$ cat src/logic/btcd_regs.vh
`ifndef BTCD_REGS_VH
`define BTCD_REGS_VH
// Operation selects
`define BTCD_OP_W            5
`define BTCD_OP_NOP          5'h00
`define BTCD_OP_SKIP_CLR     5'h01
`define BTCD_OP_SKIP_SET     5'h02
`define BTCD_OP_TEST_Z       5'h03
`define BTCD_OP_TEST_C       5'h04
`define BTCD_OP_TSET_Z       5'h05
`define BTCD_OP_TSET_C       5'h06
`define BTCD_OP_CALL_LIT     5'h07
`define BTCD_OP_CALL_IND     5'h08
`define BTCD_OP_CLEAR        5'h09
`define BTCD_OP_CLEAR_ACC    5'h0A
`define BTCD_OP_WDT_CLEAR    5'h0B
`define BTCD_OP_COMPARE      5'h0C
`define BTCD_OP_COMPARE_ZERO 5'h0D
`define BTCD_OP_COMPARE_BOR  5'h0E
`define BTCD_OP_SKIP_EQ      5'h0F
`define BTCD_OP_SKIP_GT      5'h10
`define BTCD_OP_SKIP_LT      5'h11
`define BTCD_OP_SKIP_NE      5'h12
`define BTCD_OP_DEC_ADJUST   5'h13
`define BTCD_OP_DEC_ONE      5'h14
`define BTCD_OP_DEC_TWO      5'h15
`define BTCD_OP_INT_BLOCK    5'h16
// Status flag positions
`define BTCD_FLAG_C          0
`define BTCD_FLAG_Z          1
`define BTCD_FLAG_OV         2
`define BTCD_FLAG_N          3
`define BTCD_FLAG_DC         4
// Constants
`define BTCD_ZERO_WORD       16'h0000
`define BTCD_DEC_ONE_VAL     16'h0001
`define BTCD_DEC_TWO_VAL     16'h0002
`define BTCD_TOP_PRIO        3'h7
`define BTCD_BCD_LIMIT       4'h9
`define BTCD_BCD_FIX         4'h6
`define BTCD_LIT14_W         14
`define BTCD_ADDR_W          23
// Cycle costs and return offsets
`define BTCD_CYC_ONE         2'h1
`define BTCD_CYC_TWO         2'h2
`define BTCD_CYC_THREE       2'h3
`define BTCD_RET_LIT         23'h000004
`define BTCD_RET_IND         23'h000002
`endif

$ cat src/logic/btcd_alu.v
`timescale 1ns/1ps
`default_nettype none
`include "btcd_regs.vh"
// Subtracts with carry-in; borrow-style flags
module btcd_alu (
	// Operands
	input  wire [15:0] op_a,
	input  wire [15:0] op_b,
	input  wire        carry_in,
	// Result
	output wire [15:0] diff,
	output wire        carry_out,
	output wire        dc_out,
	output wire        ov_out,
	output wire        n_out,
	output wire        z_out
);
	wire [16:0] full;
	wire [4:0]  low;
	// a - b - !cin == a + ~b + cin
	assign full      = {1'b0, op_a} + {1'b0, ~op_b} + {16'h0000, carry_in};
	assign low       = {1'b0, op_a[3:0]} + {1'b0, ~op_b[3:0]} + {4'h0, carry_in};
	assign diff      = full[15:0];
	assign carry_out = full[16];
	assign dc_out    = low[4];
	assign ov_out    = (op_a[15] ^ op_b[15]) & (op_a[15] ^ full[15]);
	assign n_out     = full[15];
	assign z_out     = (full[15:0] == `BTCD_ZERO_WORD);
endmodule
`default_nettype wire

$ cat src/logic/btcd_exec.v
// Operation
// - skip-if-clear skips next instruction when tested bit is zero; no flags.
// - skip-if-set skips next instruction when tested bit is one; no flags.
// - bit tests copy bit to C or its complement to Z; test-then-set also writes one.
// - literal call two words two cycles; indirect call one word two cycles.
// - clear writes zero without flags; accumulator clear clears OA SA or OB SB, for the selected accumulator only.
// - watchdog clear resets count and updates timeout and sleep indications.
// - compare subtracts second from first, discards result, updates C DC N OV Z.
// - compare-with-zero compares operand against zero, updates five flags.
// - compare-with-borrow subtracts operand and inverted carry, updates five flags.
// - compare-and-skip skips on eq gt lt ne relation; no flags.
// - decimal adjust corrects to packed BCD, affects only carry.
// - decrement subtracts one or two, writes result, updates five flags.
// - timed interrupt block holds interrupts for 14-bit literal cycle count.
// - level 7 interrupts and traps stay enabled during the block.
`timescale 1ns/1ps
`default_nettype none
`include "btcd_regs.vh"
module btcd_exec #(
	parameter LIT14_W = `BTCD_LIT14_W
) (
	// Clock and reset
	input  wire                    ref_clk,
	input  wire                    reset_n,
	// Decoded instruction
	input  wire                    issue,
	input  wire [`BTCD_OP_W-1:0]   op_sel,
	input  wire [15:0]             operand_a,
	input  wire [15:0]             operand_b,
	input  wire [3:0]              bit_sel,
	input  wire [`BTCD_ADDR_W-1:0] call_target,
	input  wire [`BTCD_ADDR_W-1:0] pc_in,
	input  wire                    next_two_word,
	input  wire                    acc_sel_b,
	input  wire [LIT14_W-1:0]      block_count,
	// Status in
	input  wire [4:0]              status_in,
	// Interrupt request
	input  wire                    irq_req,
	input  wire [2:0]              irq_prio,
	input  wire                    trap_req,
	// Results
	output reg                     busy_r,
	output reg                     result_we_r,
	output reg  [15:0]             result_r,
	output reg  [4:0]              status_r,
	output reg                     skip_r,
	output reg  [1:0]              cycles_r,
	// Call
	output reg                     push_we_r,
	output reg  [`BTCD_ADDR_W-1:0] push_data_r,
	output reg                     jump_r,
	output reg  [`BTCD_ADDR_W-1:0] jump_addr_r,
	// Accumulator flags
	output reg                     acc_a_overflow_flag_r,
	output reg                     acc_b_overflow_flag_r,
	output reg                     acc_a_saturation_flag_r,
	output reg                     acc_b_saturation_flag_r,
	// Watchdog and power
	output reg                     wdt_reset_r,
	output reg                     watchdog_timeout_flag_r,
	output reg                     sleep_flag_r,
	// Interrupt gate
	output reg                     irq_take_r,
	output reg                     block_active_r
);
	localparam ST_IDLE = 2'h0;
	localparam ST_HOLD = 2'h1;

	reg [1:0]         state_r;
	reg [1:0]         state_nxt;
	reg [1:0]         hold_r;
	reg [1:0]         hold_nxt;
	reg [LIT14_W-1:0] block_cnt_r;

	wire [15:0] alu_a;
	wire [15:0] alu_b;
	wire        alu_cin;
	wire [15:0] alu_diff;
	wire        alu_c;
	wire        alu_dc;
	wire        alu_ov;
	wire        alu_n;
	wire        alu_z;
	wire        tbit;

	// Skip length depends on width of skipped instruction
	function [1:0] skip_cycles;
		input two_word;
		begin
			skip_cycles = two_word ? `BTCD_CYC_THREE : `BTCD_CYC_TWO;
		end
	endfunction

	function [4:0] flags5;
		input c;
		input dc;
		input n;
		input ov;
		input z;
		begin
			flags5 = 5'h00;
			flags5[`BTCD_FLAG_C]  = c;
			flags5[`BTCD_FLAG_DC] = dc;
			flags5[`BTCD_FLAG_N]  = n;
			flags5[`BTCD_FLAG_OV] = ov;
			flags5[`BTCD_FLAG_Z]  = z;
		end
	endfunction

	assign tbit = operand_a[bit_sel];

	// Load on the block op, else count down to zero
	wire [LIT14_W-1:0] block_nxt;
	assign block_nxt = (issue && !busy_r && op_sel == `BTCD_OP_INT_BLOCK) ? block_count :
		(block_cnt_r != {LIT14_W{1'b0}}) ? block_cnt_r - {{(LIT14_W-1){1'b0}}, 1'b1} :
		{LIT14_W{1'b0}};

	// Operand steering for the shared subtractor
	assign alu_a = operand_a;
	assign alu_b = (op_sel == `BTCD_OP_COMPARE_ZERO) ? `BTCD_ZERO_WORD :
		(op_sel == `BTCD_OP_DEC_ONE) ? `BTCD_DEC_ONE_VAL :
		(op_sel == `BTCD_OP_DEC_TWO) ? `BTCD_DEC_TWO_VAL : operand_b;
	assign alu_cin = (op_sel == `BTCD_OP_COMPARE_BOR) ? status_in[`BTCD_FLAG_C] : 1'b1;

	btcd_alu u_alu (
		.op_a      (alu_a),
		.op_b      (alu_b),
		.carry_in  (alu_cin),
		.diff      (alu_diff),
		.carry_out (alu_c),
		.dc_out    (alu_dc),
		.ov_out    (alu_ov),
		.n_out     (alu_n),
		.z_out     (alu_z)
	);

	// Decimal adjust of low byte
	reg [8:0] daw_val;
	reg       daw_c;
	always @* begin
		daw_val = {1'b0, operand_a[7:0]};
		daw_c   = status_in[`BTCD_FLAG_C];
		if (daw_val[3:0] > `BTCD_BCD_LIMIT || status_in[`BTCD_FLAG_DC]) begin
			daw_val = daw_val + {5'h00, `BTCD_BCD_FIX};
		end
		if (daw_val[8] || daw_val[7:4] > `BTCD_BCD_LIMIT || status_in[`BTCD_FLAG_C]) begin
			daw_val = daw_val + {1'b0, `BTCD_BCD_FIX, 4'h0};
		end
		daw_c = daw_c | daw_val[8];
	end

	// Sequencing of multi-cycle operations
	always @* begin
		state_nxt = state_r;
		hold_nxt  = hold_r;
		case (state_r)
			ST_IDLE: begin
				if (issue && hold_r > 2'h1) begin
					state_nxt = ST_HOLD;
				end
			end
			ST_HOLD: begin
				if (hold_r <= 2'h1) begin
					state_nxt = ST_IDLE;
				end
			end
			default: state_nxt = ST_IDLE;
		endcase
	end

	reg       skip_now;
	reg [1:0] cyc_now;
	always @* begin
		skip_now = 1'b0;
		case (op_sel)
			`BTCD_OP_SKIP_CLR: skip_now = ~tbit;
			`BTCD_OP_SKIP_SET: skip_now = tbit;
			`BTCD_OP_SKIP_EQ:  skip_now = (operand_a == operand_b);
			`BTCD_OP_SKIP_GT:  skip_now = ($signed(operand_a) > $signed(operand_b));
			`BTCD_OP_SKIP_LT:  skip_now = ($signed(operand_a) < $signed(operand_b));
			`BTCD_OP_SKIP_NE:  skip_now = (operand_a != operand_b);
			default:           skip_now = 1'b0;
		endcase
		if (skip_now) begin
			cyc_now = skip_cycles(next_two_word);
		end else if (op_sel == `BTCD_OP_CALL_LIT || op_sel == `BTCD_OP_CALL_IND) begin
			cyc_now = `BTCD_CYC_TWO;
		end else begin
			cyc_now = `BTCD_CYC_ONE;
		end
	end

	always @(posedge ref_clk or negedge reset_n) begin
		if (!reset_n) begin
			state_r                 <= ST_IDLE;
			hold_r                  <= 2'h0;
			busy_r                  <= 1'b0;
			result_we_r             <= 1'b0;
			result_r                <= `BTCD_ZERO_WORD;
			status_r                <= 5'h00;
			skip_r                  <= 1'b0;
			cycles_r                <= 2'h0;
			push_we_r               <= 1'b0;
			push_data_r             <= {`BTCD_ADDR_W{1'b0}};
			jump_r                  <= 1'b0;
			jump_addr_r             <= {`BTCD_ADDR_W{1'b0}};
			acc_a_overflow_flag_r   <= 1'b0;
			acc_b_overflow_flag_r   <= 1'b0;
			acc_a_saturation_flag_r <= 1'b0;
			acc_b_saturation_flag_r <= 1'b0;
			wdt_reset_r             <= 1'b0;
			watchdog_timeout_flag_r <= 1'b0;
			sleep_flag_r            <= 1'b0;
			irq_take_r              <= 1'b0;
			block_active_r          <= 1'b0;
			block_cnt_r             <= {LIT14_W{1'b0}};
		end else begin
			state_r     <= state_nxt;
			result_we_r <= 1'b0;
			skip_r      <= 1'b0;
			push_we_r   <= 1'b0;
			jump_r      <= 1'b0;
			wdt_reset_r <= 1'b0;
			if (hold_r != 2'h0) begin
				hold_r <= hold_r - 2'h1;
			end
			// Busy falls so the next op is taken on its due edge
			busy_r <= (hold_r > `BTCD_CYC_TWO);
			// Interrupt block counts down one per cycle
			block_cnt_r    <= block_nxt;
			block_active_r <= (block_nxt != {LIT14_W{1'b0}});
			irq_take_r     <= trap_req ||
				(irq_req && (irq_prio == `BTCD_TOP_PRIO || block_nxt == {LIT14_W{1'b0}}));
			if (issue && !busy_r) begin
				status_r <= status_in;
				hold_r   <= cyc_now;
				busy_r   <= (cyc_now > `BTCD_CYC_ONE);
				cycles_r <= cyc_now;
				skip_r   <= skip_now;
				case (op_sel)
					`BTCD_OP_TEST_Z: status_r[`BTCD_FLAG_Z] <= ~tbit;
					`BTCD_OP_TEST_C: status_r[`BTCD_FLAG_C] <= tbit;
					`BTCD_OP_TSET_Z: begin
						status_r[`BTCD_FLAG_Z] <= ~tbit;
						result_r               <= operand_a | (16'h0001 << bit_sel);
						result_we_r            <= 1'b1;
					end
					`BTCD_OP_TSET_C: begin
						status_r[`BTCD_FLAG_C] <= tbit;
						result_r               <= operand_a | (16'h0001 << bit_sel);
						result_we_r            <= 1'b1;
					end
					`BTCD_OP_CALL_LIT, `BTCD_OP_CALL_IND: begin
						push_we_r   <= 1'b1;
						push_data_r <= (op_sel == `BTCD_OP_CALL_LIT) ?
							pc_in + `BTCD_RET_LIT : pc_in + `BTCD_RET_IND;
						jump_r      <= 1'b1;
						jump_addr_r <= (op_sel == `BTCD_OP_CALL_LIT) ?
							call_target : {7'h00, operand_a};
					end
					`BTCD_OP_CLEAR: begin
						result_r    <= `BTCD_ZERO_WORD;
						result_we_r <= 1'b1;
					end
					`BTCD_OP_CLEAR_ACC: begin
						if (acc_sel_b) begin
							acc_b_overflow_flag_r   <= 1'b0;
							acc_b_saturation_flag_r <= 1'b0;
						end else begin
							acc_a_overflow_flag_r   <= 1'b0;
							acc_a_saturation_flag_r <= 1'b0;
						end
					end
					`BTCD_OP_WDT_CLEAR: begin
						wdt_reset_r             <= 1'b1;
						watchdog_timeout_flag_r <= 1'b0;
						sleep_flag_r            <= 1'b0;
					end
					`BTCD_OP_COMPARE, `BTCD_OP_COMPARE_ZERO, `BTCD_OP_COMPARE_BOR: begin
						status_r <= flags5(alu_c, alu_dc, alu_n, alu_ov, alu_z);
					end
					`BTCD_OP_DEC_ADJUST: begin
						result_r    <= {operand_a[15:8], daw_val[7:0]};
						result_we_r <= 1'b1;
						status_r[`BTCD_FLAG_C] <= daw_c;
					end
					`BTCD_OP_DEC_ONE, `BTCD_OP_DEC_TWO: begin
						result_r    <= alu_diff;
						result_we_r <= 1'b1;
						status_r    <= flags5(alu_c, alu_dc, alu_n, alu_ov, alu_z);
					end
					`BTCD_OP_INT_BLOCK: begin
						block_cnt_r <= block_count;
					end
					default: begin
					end
				endcase
			end
		end
	end
endmodule
`default_nettype wire

$ cat config.mk
export PLATFORM = sky130hd
export DESIGN_NAME = btcd_exec
export DESIGN_NICKNAME = d
export VERILOG_FILES = /design/src/logic/btcd_alu.v /design/src/logic/btcd_exec.v
export VERILOG_INCLUDE_DIRS = /design/src /design/src/logic
export SDC_FILE = /design/constraint.sdc
export NUM_CORES = 1
export LEC_CHECK = 0
export BUFFER_PORTS_ARGS = -buffer_cell sky130_fd_sc_hd__buf_2
export CAP_MARGIN = 20
export CORE_AREA = 3 3 127 129
export CTS_CLUSTER_DIAMETER = 100
export CTS_CLUSTER_SIZE = 24
export DETAILED_ROUTE_END_ITERATION = 16
export DIE_AREA = 0 0 130 132
export PLACE_DENSITY = 0.7
export SLEW_MARGIN = 15
export SYNTH_ARGS = -nofsm -noshare
export SYNTH_HDL_FRONTEND = slang
export SYNTH_SLANG_ARGS = --single-unit
$ cat constraint.sdc
create_clock -name ref_clk -period 3.36 [get_ports ref_clk]
set_input_delay 0.84 -clock ref_clk [delete_from_list [all_inputs] [get_ports ref_clk]]
set_output_delay 0.84 -clock ref_clk [all_outputs]
set_load 0.02 [all_outputs]
Yosys cells after proc, flatten, opt, wreduce, memory -nomap -nowiden
Index checks and enable logic that the tools add are counted.
{"block": "classes", "addsub": 10, "n_lt_le_gt_ge": 7, "n_eq_ne": 24, "n_shift": 1, "n_mux": 32, "bitwise": 8, "reduce_logical": 26}
{"op": "case mux 16 bit (4 select lines)", "count": 1}
{"op": "two-way mux 14 bit", "count": 4}
{"op": "two-way mux 16 bit", "count": 3}
{"op": "two-way mux 23 bit", "count": 2}
{"op": "equality test 5 x 4 -> 1 bit, second input constant", "count": 7}
{"op": "equality test 5 bit, second input constant", "count": 7}
{"op": "nonzero test 14 bit", "count": 2}
{"op": "adder 23 x 2 -> 23 bit, second input constant", "count": 1}
{"op": "adder 23 x 3 -> 23 bit, second input constant", "count": 1}
{"op": "equality test 5 x 3 -> 1 bit, second input constant", "count": 4}
{"op": "two-way mux 9 bit", "count": 2}
{"op": "adder 16 x 16 -> 17 bit", "count": 1}
{"op": "adder 17 x 1 -> 17 bit", "count": 1}
{"op": "equality test 16 bit", "count": 1}
{"op": "greater-than comparator 16 bit", "count": 1}
{"op": "logical NOT 16 bit", "count": 1}
{"op": "< comparator 16 bit", "count": 1}
{"op": "inequality test 16 bit", "count": 1}
{"op": "NOT 16 bit", "count": 1}
{"op": "OR 16 bit", "count": 1}
{"op": "<< shifter 1 x 4 -> 16 bit, first input constant", "count": 1}
{"op": "logical NOT 14 bit", "count": 1}
{"op": "subtractor 14 x 1 -> 14 bit, second input constant", "count": 1}
{"op": "two-way mux 1 bit", "count": 11}
{"op": "other kinds (32)", "count": 51}
{"block": "totals", "regBits": 92, "inputBits": 116, "output_inout_bits": 83}

Longest topological paths before layout
Gate-level depths: netlist (run 1).
{"block": "depth", "word_depth": 10, "mapped_depth": 16, "mapped_depth_nobuf": 14}

Modules after synthesis
Synthesis (run 1) repeated with hierarchy kept, for this count alone.
{"block": "hier_totals", "cells_unflattened": 843, "area_unflattened_um2": 6865.3}
{"module": "btcd_exec", "n_inst": 1, "cells_per_inst": 702, "area_per_inst_um2": 5921.9, "seq_area_each_um2": 2302.2}
{"module": "btcd_alu", "n_inst": 1, "cells_per_inst": 141, "area_per_inst_um2": 943.4, "seq_area_each_um2": 0.0}

Worst setup path before layout (run 1)
OpenSTA, ideal clock, no wires.
{"block": "synth_path", "path_kind": "input to register", "startpoint": "input port op_sel[1]", "endpoint": "register status_r[1]", "setup_ps": 77, "t_arrival_ps": 4226, "required_time_ps": 3283, "slack_ps": -942, "cell_stages": 14, "n_path_buf": 1, "path_cell_list": "buf_1 nor2b_1 a21oi_1 a311o_1 fa_1 fa_1 a21o_1 a2111o_1 xor2_1 nor4_1 nand4_1 nor4_1 a41oi_1 o21ai_1"}
{"block": "synth_between", "elab_chain_cells": 9, "elab_cells_between_ends": 18, "classes_between": "add/sub: 2; eq/ne: 7; mux: 5; bitwise: 1; reduce/logical: 3"}
{"element": "from (decl)", "line_no": "btcd_exec.v:27", "rtl": "input wire [`BTCD_OP_W-1:0] op_sel,"}
{"element": "equality test 5 bit", "line_no": "btcd_exec.v:241", "rtl": "case (op_sel)"}
{"element": "two-way mux 16 bit", "line_no": "btcd_exec.v:123", "rtl": "(op_sel == `BTCD_OP_DEC_TWO) ? `BTCD_DEC_TWO_VAL : operand_b;"}
{"element": "two-way mux 16 bit", "line_no": "btcd_exec.v:122", "rtl": "(op_sel == `BTCD_OP_DEC_ONE) ? `BTCD_DEC_ONE_VAL :"}
{"element": "two-way mux 16 bit", "line_no": "btcd_exec.v:121", "rtl": "assign alu_b = (op_sel == `BTCD_OP_COMPARE_ZERO) ? `BTCD_ZERO_WORD :"}
{"element": "NOT 16 bit", "line_no": "btcd_alu.v:21", "rtl": "assign full = {1'b0, op_a} + {1'b0, ~op_b} + {16'h0000, carry_in};"}
{"element": "adder 16 x 16 -> 17 bit", "line_no": "btcd_alu.v:21"}
{"element": "adder 17 x 1 -> 17 bit", "line_no": "btcd_alu.v:21"}
{"element": "logical NOT 16 bit (no line)"}
{"element": "case mux 1 bit (2 select lines) *", "line_no": "btcd_exec.v:241"}
{"element": "to (signal, indexed assignment)", "line_no": "btcd_exec.v:242", "rtl": "`BTCD_OP_TEST_Z: status_r[`BTCD_FLAG_Z] <= ~tbit;"}
{"element": "to (signal, indexed assignment)", "line_no": "btcd_exec.v:243", "rtl": "`BTCD_OP_TEST_C: status_r[`BTCD_FLAG_C] <= tbit;"}
{"element": "to (signal, indexed assignment)", "line_no": "btcd_exec.v:245", "rtl": "status_r[`BTCD_FLAG_Z] <= ~tbit;"}
{"element": "to (decl)", "line_no": "btcd_exec.v:46", "rtl": "output reg [4:0] status_r,"}
Every way passes the cells marked *; elsewhere a longest branch is shown, timed or not.
A chain may end at the register's enable or synchronous reset.

Worst setup path after layout (run 1)
Same ends and word-level chain as after synthesis.

==> flow_summary.ini, run 1 <==
[yosys]
avgSynthCellArea_sq_um = 8.303
synth-edff-count = 0
synth_ff_type = dfrtp_1
synth.distinct_cells = 72
synthTopCellsByArea = dfrtp_1 34%, ha_1 7.1%, nand2_1 7.0%
yosysSeqAreaShare_pct = 34.23
yosysTopAreaCell = dfrtp_1
synthesis.area_sq_um = 6725
yosysWarnings = 0
yosysTopAreaCellShare_pct = 34.23
netlist_instances = 810
async_flop_share_pct = 100.0
synth_seq_cells = 92

[worst_setup_path]
cp.required_ns = 3.64
cp_slowest_cell = a2111o_1
path_class = primary input to flip-flop
crit_chain = buf_4 -> nor2b_4 -> a21oi_1 -> a311o_1 -> fa_2 -> fa_2 -> a21o_1 -> a2111o_1 -> xor2_1 -> nor4_1 -> nand4_1 -> nor4_1 -> a41oi_1 -> o21ai_1
cp.arrival_ns = 3.92
cp_top_family = compound AO/OA/AOI/OAI gates
max_stage_delay_ns = 0.39
worstPathMaxFanout = 4
endpoint_kind = flip-flop
worst_setup_path_start_kind = primary input
cp_num_buf_inv = 1

[timing]
period_share_pct = 108.3
max_slew.worst_pin.slew_ns = 0.6342
fin_ws_ns = -0.2794
rsz0062_at_grt = true
max_freq_ghz = 0.2748
relSlewSlack_pct = 57.72
maxSlewViolCount = 0
period_needed_ns = 3.639
skew_ns = 0.003398
setup_violations = 8
hold_viol = 0

[floorplanning]
start_util_pct = 44.40
core_area_sq_um = 15150
die_h_um = 132
io_pins = 199
die-width_um = 130
fp-row-count = 45
die-area_sq_um = 17160

[cts]
cts_hold_buf = 0
cts_buffer_depth = 2
cts_tree = done
cts_buffers = 9
clk_pin_slew_ns = 0.06
clk_latency_ns = 0.35
cts.sinks = 92
cts-root-buf = clkbuf_16
cts.htree.levels = 3

[placed_design]
placed_cells = 1244
pre_cts_slack_ns = -0.6666
place_congestion = 0.9876
portBuffers = 191
dp_hpwl_um = 16820

[final_layout]
final_cells = 1268
layout_common_cells = 186 x buf_2, 122 x nand2_1, 97 x buf_4
final_common_cell = buf_2
final_util_pct = 60.64
final_nets = 1231
drive_gt1_share_pct = 34.35
syn2layout_area_growth_pct = 36.56
n_antenna_cell = 0

[detailed_routing]
viasPerCell = 5.569
initialDrtViolationCount = 443
drc = 0
first_pass_iters = 5
vias = 7062
wire_per_inst_um = 17.09
drt-total-wl_um = 21670
ant_nets = 0

[power]
switching_share_pct = 40.97
power_frac_comb_pct = 46.4
p_seq_share_pct = 35.1
p_clk_share_pct = 18.5
p_leak_nw = 4.439
power_switching_mw = 2.194
internal_power_mw = 3.161
power_density_nw_per_um2 = 583.1
ir_drop_mv = 0.2464

[global_route]
grt_overflow = 0
antenna_found_initial = 1
grt_pass1_vias = 7016
track_usage_pct = 24.98
grt_max_degree = 50
grt_pass1_wl_um = 34470

[run_status]
status = finished, violations left
failed_checks = setup timing

[min_path]
hold_class = flip-flop to flip-flop

[run]
maxCapViolations = 0
==> synth_stat cells, drive strengths merged, types with 5 or more instances <==
| cell type | instances |
|---|---|
| xor2 | 33 |
| o21ai | 57 |
| a21o | 11 |
| and3 | 13 |
| nand4 | 12 |
| nor2 | 67 |
| mux4 | 5 |
| nand3 | 21 |
| clkbuf | 26 |
| a211oi | 9 |
| a21oi | 52 |
| nand2b | 9 |
| nor2b | 12 |
| mux2i | 7 |
| a22o | 7 |
| buf | 19 |
| ha | 38 |
| o31ai | 5 |
| nand2 | 125 |
| nor3 | 18 |
| nor4 | 11 |
| nand3b | 5 |
| o21a | 5 |
| inv | 34 |
| xnor2 | 17 |
| a31oi | 24 |
| dfrtp | 92 |
==> cells by family after synthesis <==
logic type,Yosys count,share of synthesized area (%)
AOI/OAI and AO/OA,216,20.65
other,1,0.05576
adders and majority gates,40,7.665
DFF,92,34.23
and+or+nand+nor,317,22.62
buffers and inverters,79,5.042
muxes,15,3.219
xor gates and xnor gates,50,6.512
==> cell type report <==
class                           instances  area [sq um]
Clock buffer                           13         270.3
Sequential cell                        92          2302
Clock inverter                          3         20.02
Inverter                               34         127.6
Tap cell                              188         235.2
Timing Repair Buffer                  294          1818
Multi-Input combinational cell        644          4410
Fill cell                            1409          5962
==> power by group through the flow <==
| stage | Combinational [mW] | Clock [mW] | Sequential [mW] |
|---|---|---|---|
| after floorplan | 1.00 | 0 | 2.36 |
| after global placement | 2.37 | 0 | 1.88 |
| after detailed placement | 2.40 | 0 | 1.90 |
| after CTS | 2.44 | 1.01 | 1.88 |
| after global routing | 2.72 | 1.05 | 1.95 |
| final | 2.48 | 0.992 | 1.88 |
==> sequential cells by signal, summed over array words and instances, names as in the netlist <==
register,count
skip_r,1
result_r,16
block_cnt_r,14
busy_r,1
result_we_r,1
block_active_r,1
hold_nxt,2
cycles_r,2
irq_take_r,1
jump_addr_r,23
status_r,5
jump_r,1
wdt_reset_r,1
push_data_r,23
==> per-stage QoR <==
stage | setup TNS [ns] | cell area [sq um] | power, mW | hold WS [ns]
6_report | -0.8902 | 9184 | 5.355 | 0.4808
2_1_floorplan | -1.302 | 6900 | 3.364 | 0.4900
4_1_cts | -0.5110 | 8984 | 5.338 | 0.4846
3_3_place_gp | -5.485 | 8571 | 4.249 | 0.4532
3_5_place_dp | -5.903 | 8571 | 4.301 | 0.4711
5_1_grt | -2.280 | 9184 | 5.727 | 0.5055
==> tightest hold or removal path, cell delays in order (launching register included) <==
cell and delay, ns:
dfrtp_1 0.34, nand2_1 0.05, o21ai_1 0.06
==> layer usage <==
| metal | wire length, um | part of all wire (%) | vias to the layer above | global-route usage [%] |
|---|---|---|---|---|
| li1 | - | - | 3440 | - |
| met1 | 9167 | 42 | 3288 | 31.81 |
| met2 | 10280 | 47 | 281 | 41.40 |
| met3 | 1536 | 7.1 | 51 | 4.660 |
| met4 | 677 | 3.1 | 2 | 10.28 |
| met5 | 8 | 0.037 | - | 0 |
==> worst paths after layout <==
path | from | endpoint | slack [ns] | cells past startpoint
hold / removal | push_data_r[14] | push_data_r[14] | 0.48 | 2
setup reg to reg | block_cnt_r[4] | irq_take_r | 0.85 | 8
setup / recovery | op_sel[1] | status_r[1] | -0.28 | 14
hold reg to reg | push_data_r[14] | push_data_r[14] | 0.48 | 2
max in group asynchronous | reset_n | jump_addr_r[4] | 2.19 | 2
min in group asynchronous | reset_n | block_cnt_r[2] | 0.50 | 1
==> what timing repair did <==
action                                  in CTS  in global routing
endpoints found under the setup margin       7                 14
setup buffers                                3                  7
pin swaps                                   16                 22
cloned                                       0                  1
gates resized for setup                     21                 27
hold endpoints to repair                     0                  0
(Power assumes the default switching activity.)
==> run 2, diff against run 1 <==
--- a/config.mk
+++ b/config.mk
@@ -7,13 +7,13 @@
 export NUM_CORES = 1
 export LEC_CHECK = 0
 export BUFFER_PORTS_ARGS = -buffer_cell sky130_fd_sc_hd__buf_2
-export CAP_MARGIN = 20
 export CORE_AREA = 3 3 127 129
 export CTS_CLUSTER_DIAMETER = 100
 export CTS_CLUSTER_SIZE = 24
 export DETAILED_ROUTE_END_ITERATION = 16
 export DIE_AREA = 0 0 130 132
 export PLACE_DENSITY = 0.7
+export REMOVE_ABC_BUFFERS = 1
 export SLEW_MARGIN = 15
 export SYNTH_ARGS = -nofsm -noshare
 export SYNTH_HDL_FRONTEND = slang
==> run 2 against run 1 <==
Effect of this change:
- sequential share of layout area grew 0.48 points
- clock power grew 9.9%
- hold slack lost 0.011 ns
- largest power group unchanged
- final area shrank 1.9%
- critical path type unchanged
- register-to-register slack gained 0.05 ns
- cell count shrank 0.16%
- non-clock buffer count shrank 2
- the run still ends with setup timing left
- critical path depth shrank 1
- sequential cell count is the same
- clock-buffer cell count shrank 3
==> flow_summary.ini, run 2 (synthesis results as in run 1) <==
[run]
maxCapViolations = 0

[global_route]
grt_pass1_wl_um = 33640
track_usage_pct = 24.52
antenna_found_initial = 2
grt_pass1_vias = 6764
grt_max_degree = 38
grt_overflow = 0

[power]
power_switching_mw = 2.182
p_leak_nw = 4.416
p_clk_share_pct = 20.0
p_seq_share_pct = 34.7
power_frac_comb_pct = 45.3
switching_share_pct = 40.21
internal_power_mw = 3.245
ir_drop_mv = 0.2767
power_density_nw_per_um2 = 602.2

[detailed_routing]
viasPerCell = 5.559
wire_per_inst_um = 17.00
initialDrtViolationCount = 608
drt-total-wl_um = 21520
drc = 0
vias = 7038
first_pass_iters = 4
ant_nets = 0

[timing]
rsz0062_at_grt = true
max_slew.worst_pin.slew_ns = 0.6201
relSlewSlack_pct = 58.28
fin_ws_ns = -0.4317
fin_hold_ws_ns = 0.4703
setup_violations = 9
period_share_pct = 112.8
period_needed_ns = 3.792
maxSlewViolCount = 0
skew_ns = 0.007724
hold_viol = 0
fin_tns_setup_ns = -1.826
max_freq_ghz = 0.2637

[floorplanning]
die-width_um = 130
fp-row-count = 45
io_pins = 199
die-area_sq_um = 17160
core_area_sq_um = 15150
die_h_um = 132
start_util_pct = 44.40

[worst_setup_path]
worstPathMaxFanout = 2
crit_chain = buf_6 -> nand2b_4 -> or4_4 -> fa_2 -> fa_2 -> a21o_1 -> a2111o_1 -> xor2_1 -> nor4_1 -> nand4_1 -> nor4_2 -> a41oi_1 -> o21ai_1
path_class = primary input to flip-flop
endpoint_kind = flip-flop
rr_worst_depth = 8
max_stage_delay_ns = 0.49
cp_slowest_cell = or4_4
worst_setup_path_start_kind = primary input
cp.required_ns = 3.63
cp.arrival_ns = 4.06
crit_path_frequent_cell = fa_2

[final_layout]
syn2layout_area_growth_pct = 34.01
layout_common_cells = 185 x buf_2, 123 x nand2_1, 100 x buf_4
top_regs = jump_addr_r (23), push_data_r (23), result_r (16)
final_nets = 1229
final_cells = 1266
drive_gt1_share_pct = 32.71
final_common_cell = buf_2

[cts]
clk_pin_slew_ns = 0.06
cts.htree.levels = 3
cts_buffers = 9
cts_tree = done
cts_buffer_depth = 2
cts_hold_buf = 0
cts-root-buf = clkbuf_16
clk_latency_ns = 0.34
cts.sinks = 92

[run_status]
failed_checks = setup timing
status = finished, violations left

[placed_design]
dp_hpwl_um = 17050
portBuffers = 191
place_congestion = 0.9409
placed_cells = 1243
pre_cts_slack_ns = -1.111

[min_path]
hold_class = primary input to asynchronous set/reset pin
==> run 2: cell count changes in the layout (fill, tap and decap cells not counted), moves of 2 or more <==
cell	previous run	this run
a21oi_1	47	49
a21oi_2	5	2
buf_12	2	0
buf_4	97	100
bufinv_16	0	2
clkbuf_8	3	1
clkinvlp_4	2	0
diode_2	0	2
ha_1	32	38
ha_4	5	0
==> run 2: power by group through the flow <==
stage | Combinational, mW | Sequential, mW | Clock, mW
final | 2.46 | 1.88 | 1.09
after global routing | 2.69 | 1.94 | 1.16
after CTS | 2.43 | 1.88 | 1.11
after floorplan | 0.943 | 2.36 | 0
after global placement | 2.36 | 1.88 | 0
after detailed placement | 2.39 | 1.90 | 0
==> run 2: routing by layer <==
| metal | vias to the layer above | global-route usage [%] | routed length (um) |
|---|---|---|---|
| li1 | 3426 | - | - |
| met1 | 3342 | 33.15 | 9333 |
| met2 | 246 | 40.66 | 10420 |
| met3 | 24 | 4.092 | 1467 |
| met4 | 0 | 6.467 | 299 |
| met5 | - | 0 | 0 |
==> run 2: path summary, 6_finish.rpt <==
kind                           startpoint              to  slack [ns]
max in group asynchronous         reset_n    result_r[14]        2.25
min in group ref_clk          result_r[9]     result_r[9]        0.47
min                               reset_n  push_data_r[5]        0.47
max reg2reg                block_cnt_r[4]      irq_take_r        0.90
max                             op_sel[4]     status_r[1]       -0.43
min reg2reg                   result_r[9]     result_r[9]        0.47
==> run 2: what timing repair did <==
action / 4_1_cts / 5_1_grt
endpoints found under the setup margin: 14 / 14
setup buffers: 2 / 6
resized for setup: 24 / 17
pin swaps: 20 / 17
==> run 2: metrics by stage <==
stage                     util, %  power [mW]  area [sq um]
after CTS                   58.65       5.427          8882
after floorplan                 -       3.303          6533
after detailed placement    55.75       4.292          8443
after global placement      55.75       4.241          8443
final                       59.50       5.427          9012
after global routing        59.50       5.796          9012
==> run 2: layout make-up <==
class                   instances  area (sq um)
diodes                          2         5.005
flip-flops and latches         92          2302
inverters                      34         127.6
repair buffers                292          1755
clock inverters                 4         73.82
multi-input cells             644          4274
well taps                     188         235.2
clock buffers                  10         239.0
fillers                      1370          6133
==> run 2: worst max-delay path, delay by kind of cell <==
family / cells / cell delay (ns)
compound gates: 4 / 0.90
xor+xnor: 1 / 0.16
fa+ha+maj: 2 / 0.77
buf+inv: 1 / 0.09
simple gates: 5 / 1.29
